### src/adcsr_pkg.sv
// adcsr_pkg: register map, field layout and encodings of the converter configuration bank
`default_nettype none
package adcsr_pkg;

    // ****************************************
    // serial port framing
    // ****************************************
    localparam int          ADDR_W          = 13;
    localparam int          DATA_W          = 8;
    localparam int          INSTR_BITS      = 16;
    localparam int          RW_BIT          = 15;
    localparam logic [3:0]  INSTR_LAST      = 4'hF;
    localparam logic [3:0]  DATA_LAST       = 4'h7;

    // ****************************************
    // register offsets
    // ****************************************
    localparam logic [12:0] ADDR_CHAN_SEL   = 13'h0005;
    localparam logic [12:0] ADDR_PWR_MODE   = 13'h0008;
    localparam logic [12:0] ADDR_SER_CTRL   = 13'h0021;
    localparam logic [12:0] ADDR_CHAN_STAT  = 13'h0022;
    localparam logic [12:0] ADDR_IO_CTRL2   = 13'h0101;
    localparam logic [12:0] ADDR_IO_CTRL3   = 13'h0102;
    localparam logic [12:0] ADDR_CAL_STAT   = 13'h0107;
    localparam logic [12:0] ADDR_CLK_MON    = 13'h0112;
    localparam logic [12:0] ADDR_REF_CTRL   = 13'h0114;

    // ****************************************
    // reset values and writable masks
    // ****************************************
    localparam logic [7:0]  RST_CHAN_SEL    = 8'h33;
    localparam logic [7:0]  RST_PWR_MODE    = 8'h00;
    localparam logic [7:0]  RST_SER_CTRL    = 8'h30;
    localparam logic [7:0]  RST_CHAN_STAT   = 8'h00;
    localparam logic [7:0]  RST_IO_CTRL     = 8'h00;
    localparam logic [7:0]  RST_CLK_MON     = 8'h07;
    localparam logic [7:0]  RST_REF_CTRL    = 8'h00;
    localparam logic [7:0]  MSK_CHAN_SEL    = 8'h33;
    localparam logic [7:0]  MSK_PWR_MODE    = 8'h03;
    localparam logic [7:0]  MSK_SER_CTRL    = 8'hF7;
    localparam logic [7:0]  MSK_IO_CTRL2    = 8'h01;
    localparam logic [7:0]  MSK_IO_CTRL3    = 8'h08;
    localparam logic [7:0]  MSK_CLK_MON     = 8'h3F;
    localparam logic [7:0]  MSK_REF_CTRL    = 8'h07;

    // ****************************************
    // fields
    // ****************************************
    localparam int          SER_LSB_FIRST   = 7;
    localparam int          SER_MODE_LSB    = 4;
    localparam int          STAT_PD_BIT     = 0;
    localparam int          STAT_ORST_BIT   = 2;
    localparam int          REC_MODE_LSB    = 3;
    localparam int          IO2_PD_DIS_BIT  = 0;
    localparam int          IO3_VCM_PD_BIT  = 3;
    localparam logic [2:0]  REC_OFF         = 3'h0;
    localparam logic [2:0]  REC_ON          = 3'h5;
    localparam logic [7:0]  CAL_BUSY_VAL    = 8'h03;
    localparam logic [7:0]  CAL_DONE_VAL    = 8'h00;

    // ****************************************
    // channels: 0 data a, 1 data b, 2 sample data clock out, 3 frame marker clock out
    // ****************************************
    localparam int          NUM_CHAN        = 4;
    localparam int          CHAN_SEL_POS [0:3] = '{0, 1, 4, 5};
    localparam logic [7:0]  DATA_HONOUR     = 8'h05;
    localparam logic [7:0]  CLK_HONOUR      = 8'h01;

    // ****************************************
    // timing
    // ****************************************
    localparam int          CAL_CYCLES_DEF  = 1024;
    localparam int          RECOVER_MEGA    = 31;
    localparam int          RECOVER_CYCLES_DEF = RECOVER_MEGA * 1_000_000;
    localparam int          CNT_W           = 25;

    typedef enum logic [2:0] {
        ADCSR_SER_SDR_BIT  = 3'b000,
        ADCSR_SER_SDR_BYTE = 3'b001,
        ADCSR_SER_DDR_BIT  = 3'b010
    } adcsr_ser_type;

    typedef enum logic [1:0] {
        ADCSR_PWR_NORMAL   = 2'b00,
        ADCSR_PWR_DOWN     = 2'b01,
        ADCSR_PWR_STANDBY  = 2'b10,
        ADCSR_PWR_DIG_RST  = 2'b11
    } adcsr_pwr_type;

    typedef enum logic [1:0] {
        ADCSR_SPI_IDLE     = 2'b00,
        ADCSR_SPI_INSTR    = 2'b01,
        ADCSR_SPI_DATA     = 2'b10,
        ADCSR_SPI_DONE     = 2'b11
    } adcsr_spi_type;

endpackage
`default_nettype wire

### src/adcsr_chan_if.sv
// adcsr_chan_if: write strobe and status between the bank and one channel slice
`timescale 1ns/10ps
`default_nettype none
interface adcsr_chan_if;
    logic       wr;
    logic [7:0] wdata;
    logic       sel;
    logic [7:0] stat;
    modport ctl  (output wr, output wdata, output sel, input stat);
    modport chan (input wr, input wdata, input sel, output stat);
endinterface
`default_nettype wire

### src/adcsr_chan.sv
// adcsr_chan: local status register of one selectable channel
`timescale 1ns/10ps
`default_nettype none
module adcsr_chan #(
    parameter logic [7:0] HONOUR = adcsr_pkg::DATA_HONOUR
) (
    input  wire logic       mclk_i,
    input  wire logic       rstn_i,
    adcsr_chan_if.chan      bus
);
    logic [7:0] stat_r;
    logic [7:0] stat_nxt;

    always_comb begin
        stat_nxt = stat_r;
        if (bus.wr && bus.sel) begin
            stat_nxt = bus.wdata & HONOUR;
        end
    end

    always_ff @(posedge mclk_i or negedge rstn_i) begin
        if (!rstn_i) begin
            stat_r <= adcsr_pkg::RST_CHAN_STAT;
        end else begin
            stat_r <= stat_nxt;
        end
    end

    assign bus.stat = stat_r;

    a_unsel_hold: assert property (@(posedge mclk_i) disable iff (!rstn_i)
        !(bus.wr && bus.sel) |=> $stable(stat_r))
        else $error("unselected channel status changed");
    a_honour_subset: assert property (@(posedge mclk_i) disable iff (!rstn_i)
        bus.wr && bus.sel |=> (stat_r & ~HONOUR) == 8'h00 && stat_r == $past(bus.wdata & HONOUR))
        else $error("channel kept a setting it does not honour");
endmodule
`default_nettype wire

### src/adcsr_top.sv
// adcsr_top: serial port slave and configuration register bank of the dual converter
// Function
// - serializer mode 000/001/010 picks lane format
// - select bits[1:0] steer data channel access
// - global registers ignore the channel selection
// - select also targets both output clock channels
// - clock channels keep a reduced setting subset
// - local status: output reset, power-down per selection
// - status 0x01 powers down only selected channel
// - select 0x31 targets both clocks and a
// - power mode 0x03 then 0x00 digital reset
// - recovery field resets 000 off, 101 on
// - power mode 00/01/10/11 decoded to controls
// - calibration status 0x03 busy, 0x00 done
// - recovery holds 31 million cycles after glitch
`timescale 1ns/10ps
`default_nettype none
module adcsr_top #(
    parameter int CAL_CYCLES     = adcsr_pkg::CAL_CYCLES_DEF,
    parameter int RECOVER_CYCLES = adcsr_pkg::RECOVER_CYCLES_DEF
) (
    input  wire logic       mclk_i,
    input  wire logic       rstn_i,
    input  wire logic       sclk_i,
    input  wire logic       csb_n_i,
    input  wire logic       sdio_i,
    output logic            sdio_o,
    output logic            sdio_oe_o,
    input  wire logic       clk_glitch_i,
    output logic [3:0]      chan_pd_o,
    output logic [3:0]      chan_out_rst_o,
    output logic            pwr_down_o,
    output logic            standby_o,
    output logic            dig_reset_o,
    output logic            cal_busy_o,
    output logic            recovering_o,
    output logic            ser_ddr_o,
    output logic            ser_bytewise_o,
    output logic            ser_lsb_first_o,
    output logic            sdio_pd_dis_o,
    output logic            common_mode_voltage_pd_o,
    output logic [2:0]      ref_ctrl_o
);
    // ****************************************
    // pin synchronisers
    // ****************************************
    logic [2:0] sclk_s_r;
    logic [1:0] csb_s_r;
    logic [1:0] sdio_s_r;
    logic [2:0] gl_s_r;

    always_ff @(posedge mclk_i or negedge rstn_i) begin
        if (!rstn_i) begin
            sclk_s_r <= 3'h0;
            csb_s_r  <= 2'h3;
            sdio_s_r <= 2'h0;
            gl_s_r   <= 3'h0;
        end else begin
            sclk_s_r <= {sclk_s_r[1:0], sclk_i};
            csb_s_r  <= {csb_s_r[0], csb_n_i};
            sdio_s_r <= {sdio_s_r[0], sdio_i};
            gl_s_r   <= {gl_s_r[1:0], clk_glitch_i};
        end
    end

    logic sclk_rise;
    logic sclk_fall;
    logic gl_rise;
    assign sclk_rise = sclk_s_r[1] & ~sclk_s_r[2];
    assign sclk_fall = ~sclk_s_r[1] & sclk_s_r[2];
    assign gl_rise   = gl_s_r[1] & ~gl_s_r[2];

    // ****************************************
    // register state
    // ****************************************
    logic [7:0] sel_r, pwr_r, ser_r, io2_r, io3_r, mon_r, ref_r, cal_r;
    logic [7:0] sel_nxt, pwr_nxt, ser_nxt, io2_nxt, io3_nxt, mon_nxt, ref_nxt, cal_nxt;
    logic [7:0] stat_all [0:3];
    adcsr_chan_if cif [0:3] ();

    // local reads return the lowest selected channel
    function automatic logic [7:0] rd_mux(input logic [12:0] a);
        logic [7:0] v;
        v = 8'h00;
        case (a)
            adcsr_pkg::ADDR_CHAN_SEL:  v = sel_r;
            adcsr_pkg::ADDR_PWR_MODE:  v = pwr_r;
            adcsr_pkg::ADDR_SER_CTRL:  v = ser_r;
            adcsr_pkg::ADDR_IO_CTRL2:  v = io2_r;
            adcsr_pkg::ADDR_IO_CTRL3:  v = io3_r;
            adcsr_pkg::ADDR_CAL_STAT:  v = cal_r;
            adcsr_pkg::ADDR_CLK_MON:   v = mon_r;
            adcsr_pkg::ADDR_REF_CTRL:  v = ref_r;
            adcsr_pkg::ADDR_CHAN_STAT: begin
                for (int k = adcsr_pkg::NUM_CHAN - 1; k >= 0; k--) begin
                    if (sel_r[adcsr_pkg::CHAN_SEL_POS[k]]) begin
                        v = stat_all[k];
                    end
                end
            end
            default:                   v = 8'h00;
        endcase
        return v;
    endfunction

    // ****************************************
    // serial port engine
    // ****************************************
    adcsr_pkg::adcsr_spi_type st_r, st_nxt;
    logic [3:0]  cnt_r, cnt_nxt;
    logic [15:0] sh_r, sh_nxt;
    logic [15:0] instr_r, instr_nxt;
    logic [7:0]  rsh_r, rsh_nxt;
    logic        sdo_r, sdo_nxt, oe_r, oe_nxt;
    logic        wr_r, wr_nxt;
    logic [12:0] waddr_r, waddr_nxt;
    logic [7:0]  wdata_r, wdata_nxt;

    always_comb begin
        st_nxt    = st_r;
        cnt_nxt   = cnt_r;
        sh_nxt    = sh_r;
        instr_nxt = instr_r;
        rsh_nxt   = rsh_r;
        sdo_nxt   = sdo_r;
        oe_nxt    = oe_r;
        wr_nxt    = 1'b0;
        waddr_nxt = waddr_r;
        wdata_nxt = wdata_r;
        if (csb_s_r[1]) begin
            st_nxt  = adcsr_pkg::ADCSR_SPI_IDLE;
            cnt_nxt = 4'h0;
            oe_nxt  = 1'b0;
        end else begin
            case (st_r)
                adcsr_pkg::ADCSR_SPI_IDLE: begin
                    st_nxt  = adcsr_pkg::ADCSR_SPI_INSTR;
                    cnt_nxt = 4'h0;
                end
                adcsr_pkg::ADCSR_SPI_INSTR: begin
                    if (sclk_rise) begin
                        sh_nxt  = {sh_r[14:0], sdio_s_r[1]};
                        cnt_nxt = cnt_r + 4'h1;
                        if (cnt_r == adcsr_pkg::INSTR_LAST) begin
                            instr_nxt = {sh_r[14:0], sdio_s_r[1]};
                            rsh_nxt   = rd_mux(instr_nxt[12:0]);
                            st_nxt    = adcsr_pkg::ADCSR_SPI_DATA;
                            cnt_nxt   = 4'h0;
                        end
                    end
                end
                adcsr_pkg::ADCSR_SPI_DATA: begin
                    if (instr_r[adcsr_pkg::RW_BIT] && sclk_fall) begin
                        oe_nxt  = 1'b1;
                        sdo_nxt = rsh_r[7];
                        rsh_nxt = {rsh_r[6:0], 1'b0};
                    end
                    if (sclk_rise) begin
                        sh_nxt  = {sh_r[14:0], sdio_s_r[1]};
                        cnt_nxt = cnt_r + 4'h1;
                        if (cnt_r == adcsr_pkg::DATA_LAST) begin
                            st_nxt    = adcsr_pkg::ADCSR_SPI_DONE;
                            wr_nxt    = ~instr_r[adcsr_pkg::RW_BIT];
                            waddr_nxt = instr_r[12:0];
                            wdata_nxt = {sh_r[6:0], sdio_s_r[1]};
                        end
                    end
                end
                adcsr_pkg::ADCSR_SPI_DONE: begin
                    st_nxt = adcsr_pkg::ADCSR_SPI_DONE;
                end
                default: begin
                    st_nxt = adcsr_pkg::ADCSR_SPI_IDLE;
                end
            endcase
        end
    end

    always_ff @(posedge mclk_i or negedge rstn_i) begin
        if (!rstn_i) begin
            st_r    <= adcsr_pkg::ADCSR_SPI_IDLE;
            cnt_r   <= 4'h0;
            sh_r    <= 16'h0000;
            instr_r <= 16'h0000;
            rsh_r   <= 8'h00;
            sdo_r   <= 1'b0;
            oe_r    <= 1'b0;
            wr_r    <= 1'b0;
            waddr_r <= 13'h0000;
            wdata_r <= 8'h00;
        end else begin
            st_r    <= st_nxt;
            cnt_r   <= cnt_nxt;
            sh_r    <= sh_nxt;
            instr_r <= instr_nxt;
            rsh_r   <= rsh_nxt;
            sdo_r   <= sdo_nxt;
            oe_r    <= oe_nxt;
            wr_r    <= wr_nxt;
            waddr_r <= waddr_nxt;
            wdata_r <= wdata_nxt;
        end
    end

    assign sdio_o    = sdo_r;
    assign sdio_oe_o = oe_r;

    // ****************************************
    // channel slices
    // ****************************************
    for (genvar g = 0; g < adcsr_pkg::NUM_CHAN; g++) begin : g_chan
        assign cif[g].wr    = wr_r && (waddr_r == adcsr_pkg::ADDR_CHAN_STAT);
        assign cif[g].wdata = wdata_r;
        assign cif[g].sel   = sel_r[adcsr_pkg::CHAN_SEL_POS[g]];
        assign stat_all[g]  = cif[g].stat;
        assign chan_pd_o[g]      = cif[g].stat[adcsr_pkg::STAT_PD_BIT];
        assign chan_out_rst_o[g] = cif[g].stat[adcsr_pkg::STAT_ORST_BIT];
        adcsr_chan #(
            .HONOUR (g < 2 ? adcsr_pkg::DATA_HONOUR : adcsr_pkg::CLK_HONOUR)
        ) u_chan (
            .mclk_i (mclk_i),
            .rstn_i (rstn_i),
            .bus    (cif[g].chan)
        );
    end

    // ****************************************
    // global registers, calibration and recovery
    // ****************************************
    logic             cal_start;
    logic [adcsr_pkg::CNT_W-1:0] cal_cnt_r, cal_cnt_nxt, rec_cnt_r, rec_cnt_nxt;
    logic             rec_r, rec_nxt;
    logic [7:0]       dec_r, dec_nxt;

    assign cal_start = wr_r && (waddr_r == adcsr_pkg::ADDR_PWR_MODE)
                       && (wdata_r[1:0] == adcsr_pkg::ADCSR_PWR_DIG_RST);

    always_comb begin
        sel_nxt = sel_r;
        pwr_nxt = pwr_r;
        ser_nxt = ser_r;
        io2_nxt = io2_r;
        io3_nxt = io3_r;
        mon_nxt = mon_r;
        ref_nxt = ref_r;
        if (wr_r) begin
            // globals never look at the selection
            case (waddr_r)
                adcsr_pkg::ADDR_CHAN_SEL: sel_nxt = wdata_r & adcsr_pkg::MSK_CHAN_SEL;
                adcsr_pkg::ADDR_PWR_MODE: pwr_nxt = wdata_r & adcsr_pkg::MSK_PWR_MODE;
                adcsr_pkg::ADDR_SER_CTRL: ser_nxt = wdata_r & adcsr_pkg::MSK_SER_CTRL;
                adcsr_pkg::ADDR_IO_CTRL2: io2_nxt = wdata_r & adcsr_pkg::MSK_IO_CTRL2;
                adcsr_pkg::ADDR_IO_CTRL3: io3_nxt = wdata_r & adcsr_pkg::MSK_IO_CTRL3;
                adcsr_pkg::ADDR_CLK_MON:  mon_nxt = wdata_r & adcsr_pkg::MSK_CLK_MON;
                adcsr_pkg::ADDR_REF_CTRL: ref_nxt = wdata_r & adcsr_pkg::MSK_REF_CTRL;
                default:                  sel_nxt = sel_r; // status and unmapped: dropped
            endcase
        end
        cal_nxt     = cal_r;
        cal_cnt_nxt = cal_cnt_r;
        if (cal_start) begin
            cal_nxt     = adcsr_pkg::CAL_BUSY_VAL;
            cal_cnt_nxt = adcsr_pkg::CNT_W'(CAL_CYCLES - 1);
        end else if (cal_r != adcsr_pkg::CAL_DONE_VAL) begin
            if (cal_cnt_r == '0) begin
                cal_nxt = adcsr_pkg::CAL_DONE_VAL;
            end else begin
                cal_cnt_nxt = cal_cnt_r - 1'b1;
            end
        end
        rec_nxt     = rec_r;
        rec_cnt_nxt = rec_cnt_r;
        if (rec_r) begin
            if (rec_cnt_r == '0) begin
                rec_nxt = 1'b0;
            end else begin
                rec_cnt_nxt = rec_cnt_r - 1'b1;
            end
        end else if (gl_rise && mon_r[adcsr_pkg::REC_MODE_LSB +: 3] == adcsr_pkg::REC_ON) begin
            rec_nxt     = 1'b1;
            rec_cnt_nxt = adcsr_pkg::CNT_W'(RECOVER_CYCLES - 1);
        end
        // decoded controls registered so every output leaves a flop
        dec_nxt[0] = pwr_nxt[1:0] == adcsr_pkg::ADCSR_PWR_DOWN;
        dec_nxt[1] = pwr_nxt[1:0] == adcsr_pkg::ADCSR_PWR_STANDBY;
        dec_nxt[2] = pwr_nxt[1:0] == adcsr_pkg::ADCSR_PWR_DIG_RST;
        dec_nxt[3] = ser_nxt[adcsr_pkg::SER_MODE_LSB +: 3] == adcsr_pkg::ADCSR_SER_DDR_BIT;
        dec_nxt[4] = ser_nxt[adcsr_pkg::SER_MODE_LSB +: 3] == adcsr_pkg::ADCSR_SER_SDR_BYTE;
        dec_nxt[7:5] = 3'h0;
    end

    always_ff @(posedge mclk_i or negedge rstn_i) begin
        if (!rstn_i) begin
            sel_r     <= adcsr_pkg::RST_CHAN_SEL;
            pwr_r     <= adcsr_pkg::RST_PWR_MODE;
            ser_r     <= adcsr_pkg::RST_SER_CTRL;
            io2_r     <= adcsr_pkg::RST_IO_CTRL;
            io3_r     <= adcsr_pkg::RST_IO_CTRL;
            mon_r     <= adcsr_pkg::RST_CLK_MON;
            ref_r     <= adcsr_pkg::RST_REF_CTRL;
            cal_r     <= adcsr_pkg::CAL_DONE_VAL;
            cal_cnt_r <= '0;
            rec_r     <= 1'b0;
            rec_cnt_r <= '0;
            dec_r     <= 8'h00;
        end else begin
            sel_r     <= sel_nxt;
            pwr_r     <= pwr_nxt;
            ser_r     <= ser_nxt;
            io2_r     <= io2_nxt;
            io3_r     <= io3_nxt;
            mon_r     <= mon_nxt;
            ref_r     <= ref_nxt;
            cal_r     <= cal_nxt;
            cal_cnt_r <= cal_cnt_nxt;
            rec_r     <= rec_nxt;
            rec_cnt_r <= rec_cnt_nxt;
            dec_r     <= dec_nxt;
        end
    end

    assign pwr_down_o      = dec_r[0];
    assign standby_o       = dec_r[1];
    assign dig_reset_o     = dec_r[2];
    assign ser_ddr_o       = dec_r[3];
    assign ser_bytewise_o  = dec_r[4];
    assign cal_busy_o      = cal_r[0];
    assign recovering_o    = rec_r;
    assign ser_lsb_first_o = ser_r[adcsr_pkg::SER_LSB_FIRST];
    assign sdio_pd_dis_o   = io2_r[adcsr_pkg::IO2_PD_DIS_BIT];
    assign common_mode_voltage_pd_o = io3_r[adcsr_pkg::IO3_VCM_PD_BIT];
    assign ref_ctrl_o      = ref_r[2:0];

    // ****************************************
    // checks
    // ****************************************
    a_sel_persist: assert property (@(posedge mclk_i) disable iff (!rstn_i)
        !(wr_r && waddr_r == adcsr_pkg::ADDR_CHAN_SEL) |=> $stable(sel_r))
        else $error("channel selection changed without a write");
    a_ddr_decode: assert property (@(posedge mclk_i) disable iff (!rstn_i)
        ser_ddr_o == (ser_r[6:4] == 3'b010) && ser_bytewise_o == (ser_r[6:4] == 3'b001))
        else $error("serializer mode decode wrong");
    a_dig_reset: assert property (@(posedge mclk_i) disable iff (!rstn_i)
        dig_reset_o == (pwr_r[1:0] == 2'b11) && standby_o == (pwr_r[1:0] == 2'b10))
        else $error("power mode decode wrong");
    a_cal_start: assert property (@(posedge mclk_i) disable iff (!rstn_i)
        cal_start |=> cal_r == 8'h03 ##0 cal_busy_o)
        else $error("calibration did not start on digital reset");
    a_cal_ro: assert property (@(posedge mclk_i) disable iff (!rstn_i)
        cal_r == 8'h00 && !cal_start |=> cal_r == 8'h00)
        else $error("calibration status changed without a digital reset");
    a_recover_off: assert property (@(posedge mclk_i) disable iff (!rstn_i)
        !rec_r && mon_r[5:3] != 3'b101 |=> !rec_r)
        else $error("recovery started while disabled");
    a_recover_len: assert property (@(posedge mclk_i) disable iff (!rstn_i)
        $rose(rec_r) |-> rec_r [*8])
        else $error("recovery ended too early");
    a_local_route: assert property (@(posedge mclk_i) disable iff (!rstn_i)
        wr_r && waddr_r == adcsr_pkg::ADDR_CHAN_STAT && !sel_r[1]
        |=> $stable(chan_pd_o[1]))
        else $error("unselected channel b was written");
endmodule
`default_nettype wire

### config.mk
export PLATFORM = sky130hd
export DESIGN_NAME = adcsr_top
export DESIGN_NICKNAME = d
export VERILOG_FILES = /design/src/adcsr_pkg.sv /design/src/adcsr_chan_if.sv /design/src/adcsr_chan.sv /design/src/adcsr_top.sv
export SDC_FILE = /design/constraint.sdc
export NUM_CORES = 1
export LEC_CHECK = 0
export BUFFER_PORTS_ARGS = -buffer_cell sky130_fd_sc_hd__buf_2
export CORE_AREA = 5 5 182 184
export CTS_CLUSTER_SIZE = 25
export DETAILED_ROUTE_END_ITERATION = 10
export DIE_AREA = 0 0 187 189
export HOLD_SLACK_MARGIN = 0.03
export PLACE_DENSITY = 0.36
export SLEW_MARGIN = 20
export SYNTH_ARGS = -nofsm -noshare
export SYNTH_HDL_FRONTEND = slang
export SYNTH_SLANG_ARGS = --single-unit
### constraint.sdc
create_clock -name mclk_i -period 4 [get_ports mclk_i]
set_input_delay 1 -clock mclk_i [delete_from_list [all_inputs] [get_ports mclk_i]]
set_output_delay 1 -clock mclk_i [all_outputs]
set_load 0.01 [all_outputs]
==> results by group <==
Setup path
  – Startpoint types: flip-flop
  – Crit path cell chain: nor4_1 > nand4b_1 > nor4b_2 > or2b_2 > mux2i_1
  – CP required: 4.36 ns
  – Max FO, Critical Path: 11
  – CP Class: flip-flop to flip-flop
  – Critical Path End Type: flip-flop
  – CP max stage cell: nor4b_2
  – CP max stage delay: 0.98 ns
  – CP top delay family: simple AND/OR/NAND/NOR gates
  – CP arrival: 3.23 ns
  – Crit path buf inv count: 0

Drt
  – Drt drc: 0
  – DRT Pass-1 Iters: 4
  – Antenna-violating nets left: 0
  – Detailed Route WL: 18.5 mm
  – First DRT Iteration DRCs: 272
  – Total number of vias: 5268
  – Wire per inst: 16.7 µm
  – Vias per cell: 4.76

Timing
  – Crit path time final: 2.87 ns
  – Rel. slew slack: 0.250
  – Fin. Hold Viols: 0
  – Fin crit share: 0.717
  – Slew at the pin closest to its max-slew limit: 1.11 ns
  – RSZ-0062 raised after global routing: false
  – Setup_tns: 0 ns
  – Clock Skew: 0.0125 ns
  – F_max: 0.349 GHz
  – Max Slew Vio Count: 0
  – # setup viols final: 0

Yosys
  – Post-synth top area cell: dfrtp_1
  – Ys Warns: 0
  – Sequential fraction of the synthesis area: 0.533
  – Avg Cell Area, Syn: 11.4 µm²
  – Synth Flop Type: dfrtp_1
  – Synth top area cells: dfrtp_1 (50%), mux2_2 (12%), dfstp_2 (3.7%)
  – Yosys reg bits: 164
  – Synth cell count leaders: dfrtp_1 (153), mux2_2 (80), nand2_1 (49)
  – Post-synth EDFFs: 0
  – Cell variety after synth: 69
  – Gate Count Post-Synth: 675
  – Async set or reset register ratio after synthesis: 1.00
  – Most numerous cell in the Yosys netlist: dfrtp_1
  – Mapped Area: 7730 µm²
  – Post-synth top area share: 0.496

Final layout
  – Design area: 8850 µm²
  – Layout cell share with drive strength beyond 1: 0.247
  – Antenna fix cells: 0
  – Fin cells: 1107
  – Final net count: 706
  – Fill cell count: 3273
  – Area Overhead vs Synth: 14.5%

Clocking
  – Worst skew pair latency: 0.44 ns
  – Post-CTS setup buffers: 0
  – CTS Hold Buffers Added: 0
  – CTS Buf Count: 17
  – H-tree depth: 4
  – Deepest clock path buffer count: 2
  – Clock transition at path regs: 0.08 ns
  – Post_cts resized: 0
  – Clock sink total: 164
  – CTS tree: yes
  – Root buf cell: clkbuf_16

Floorplanning
  – Core ar.: 31200 µm²
  – Die area: 35300 µm²
  – Initial Util: 0.247
  – I/O pin total: 29
  – Chip width: 187 µm
  – # rows: 65
  – Die Span Y: 189 µm

Power
  – Comb pwr share: 0.095
  – Sequential Power Share: 0.483
  – Power per cell area: 437 nW/µm²
  – P_leak: 0.00409 µW
  – Clock share of power: 0.422
  – Total chip power: 3870 µW
  – Worst vdd ir: 0.272 mV
  – Sw frac: 0.296
  – NetSw: 1150 µW
  – Cell-internal power: 2720 µW

GRT
  – Vias in the first global route: 5428
  – Aggregate global routing overflow: 0
  – First-pass GRT wire length: 31.1 mm
  – Largest net degree at the start of global routing: 62
  – GRT Total Usage: 0.109
  – Initial antenna violation count: 0

Place
  – Port bufs: 26
  – Routability Congestion: 0.725
  – Post-DP Area: 8270 µm²
  – Dpl hpwl: 12.7 mm
  – Cells after DPL: 1075

Run
  – MaxCap Viol Count: 0

Status
  – Status: finished clean

Hold path
  – Hold WC Path Type: flip-flop to flip-flop
cell usage in the layout, fill, tap and decap left out, types with 5 or more instances in the layout:
master / instances
a21oi_1: 21
and3b_1: 5
and4_1: 6
buf_2: 25
clkbuf_16: 17
dfrtp_1: 153
dfstp_2: 11
ha_1: 8
inv_1: 14
inv_6: 5
inv_8: 6
mux2_2: 80
mux2i_1: 12
nand2_1: 49
nand2b_1: 9
nand3_1: 14
nand3b_1: 6
nand4_1: 16
nor2_1: 30
nor2b_1: 9
nor3_1: 15
nor3b_1: 5
nor4_1: 12
nor4b_1: 10
o21ai_0: 24
o31ai_1: 13
or2_2: 6
or3_1: 13
or4_1: 15
xor2_1: 11
area by class of cell:
cell class                      count  area (µm²)  area share
Tap cell                          402         503      0.0569
Inverter                           14        52.6     0.00594
Multi-Input combinational cell    464        3410       0.385
Clock buffer                       17         425      0.0481
Sequential cell                   164        4120       0.465
Timing Repair Buffer               31         186      0.0211
Clock inverter                     15         153      0.0173
cells by family after synthesis:
kind of cell / Yosys count / synth area share
AOI/OAI and AO/OA: 101 / 0.0883
xor gates and xnor gates: 12 / 0.0136
adders and majority gates: 8 / 0.0130
buffers and inverters: 48 / 0.0264
DFF: 164 / 0.533
muxes: 92 / 0.132
other: 1 / 0.000485
and+or+nand+nor: 249 / 0.193
power by group through the flow:
stage / Sequential [µW] / Combinational [µW] / Clock, µW
final: 1870 / 367 / 1630
after global routing: 1890 / 418 / 1770
after CTS: 1870 / 375 / 1690
after detailed placement: 1900 / 373 / 0
after global placement: 1900 / 370 / 0
after floorplan: 1800 / 320 / 0
final timing paths:
check                                          startpoint                   endpoint  slack (ns)  depth (start not counted)
worst min register to register      sclk_s_r[0]$_DFF_PN0_      sclk_s_r[1]$_DFF_PN0_        0.35                          0
min in group asynchronous                          rstn_i  cal_cnt_r[24]$_DFFE_PN0P_        0.56                          1
worst min-delay path                sclk_s_r[0]$_DFF_PN0_      sclk_s_r[1]$_DFF_PN0_        0.35                          0
worst max register to register  rec_cnt_r[17]$_DFFE_PN0P_   rec_cnt_r[1]$_DFFE_PN0P_        1.13                          5
max in group asynchronous                          rstn_i       sel_r[0]$_DFFE_PN1P_        2.60                          2
worst max-delay path            rec_cnt_r[17]$_DFFE_PN0P_   rec_cnt_r[1]$_DFFE_PN0P_        1.13                          5
through the flow:
stage,hold slack [ns],util,setup WS (ns)
2_1_floorplan,0.331,-,1.75
3_3_place_gp,0.335,0.265,1.19
3_5_place_dp,0.335,0.265,1.11
4_1_cts,0.354,0.283,1.09
5_1_grt,0.364,0.283,0.839
6_report,0.352,0.283,1.13
metal layers:
metal  share of wire  global-route usage  vias to the layer above
met5               0                   0                        -
li1                -                   -                     2535
met1            0.50               0.148                     2670
met2            0.47               0.178                       43
met4           0.012              0.0321                        0
met3           0.021              0.0221                       20
sequential cells by signal, summed over array words and instances, names as in the netlist, 2 cells and up:
| name | cells |
|---|---|
| rsh_r | 8 |
| cnt_r | 4 |
| dec_r | 5 |
| mon_r | 6 |
| sh_r | 15 |
| sdio_s_r | 2 |
| cal_cnt_r | 25 |
| sel_r | 4 |
| st_r | 2 |
| sclk_s_r | 3 |
| ser_r | 7 |
| pwr_r | 2 |
| waddr_r | 13 |
| ref_r | 3 |
| cif.wdata | 8 |
| gl_s_r | 3 |
| csb_s_r | 2 |
| rec_cnt_r | 25 |
| g_chan.u_chan.bus.stat | 6 |
| instr_r | 14 |
(Power assumes the default switching activity.)
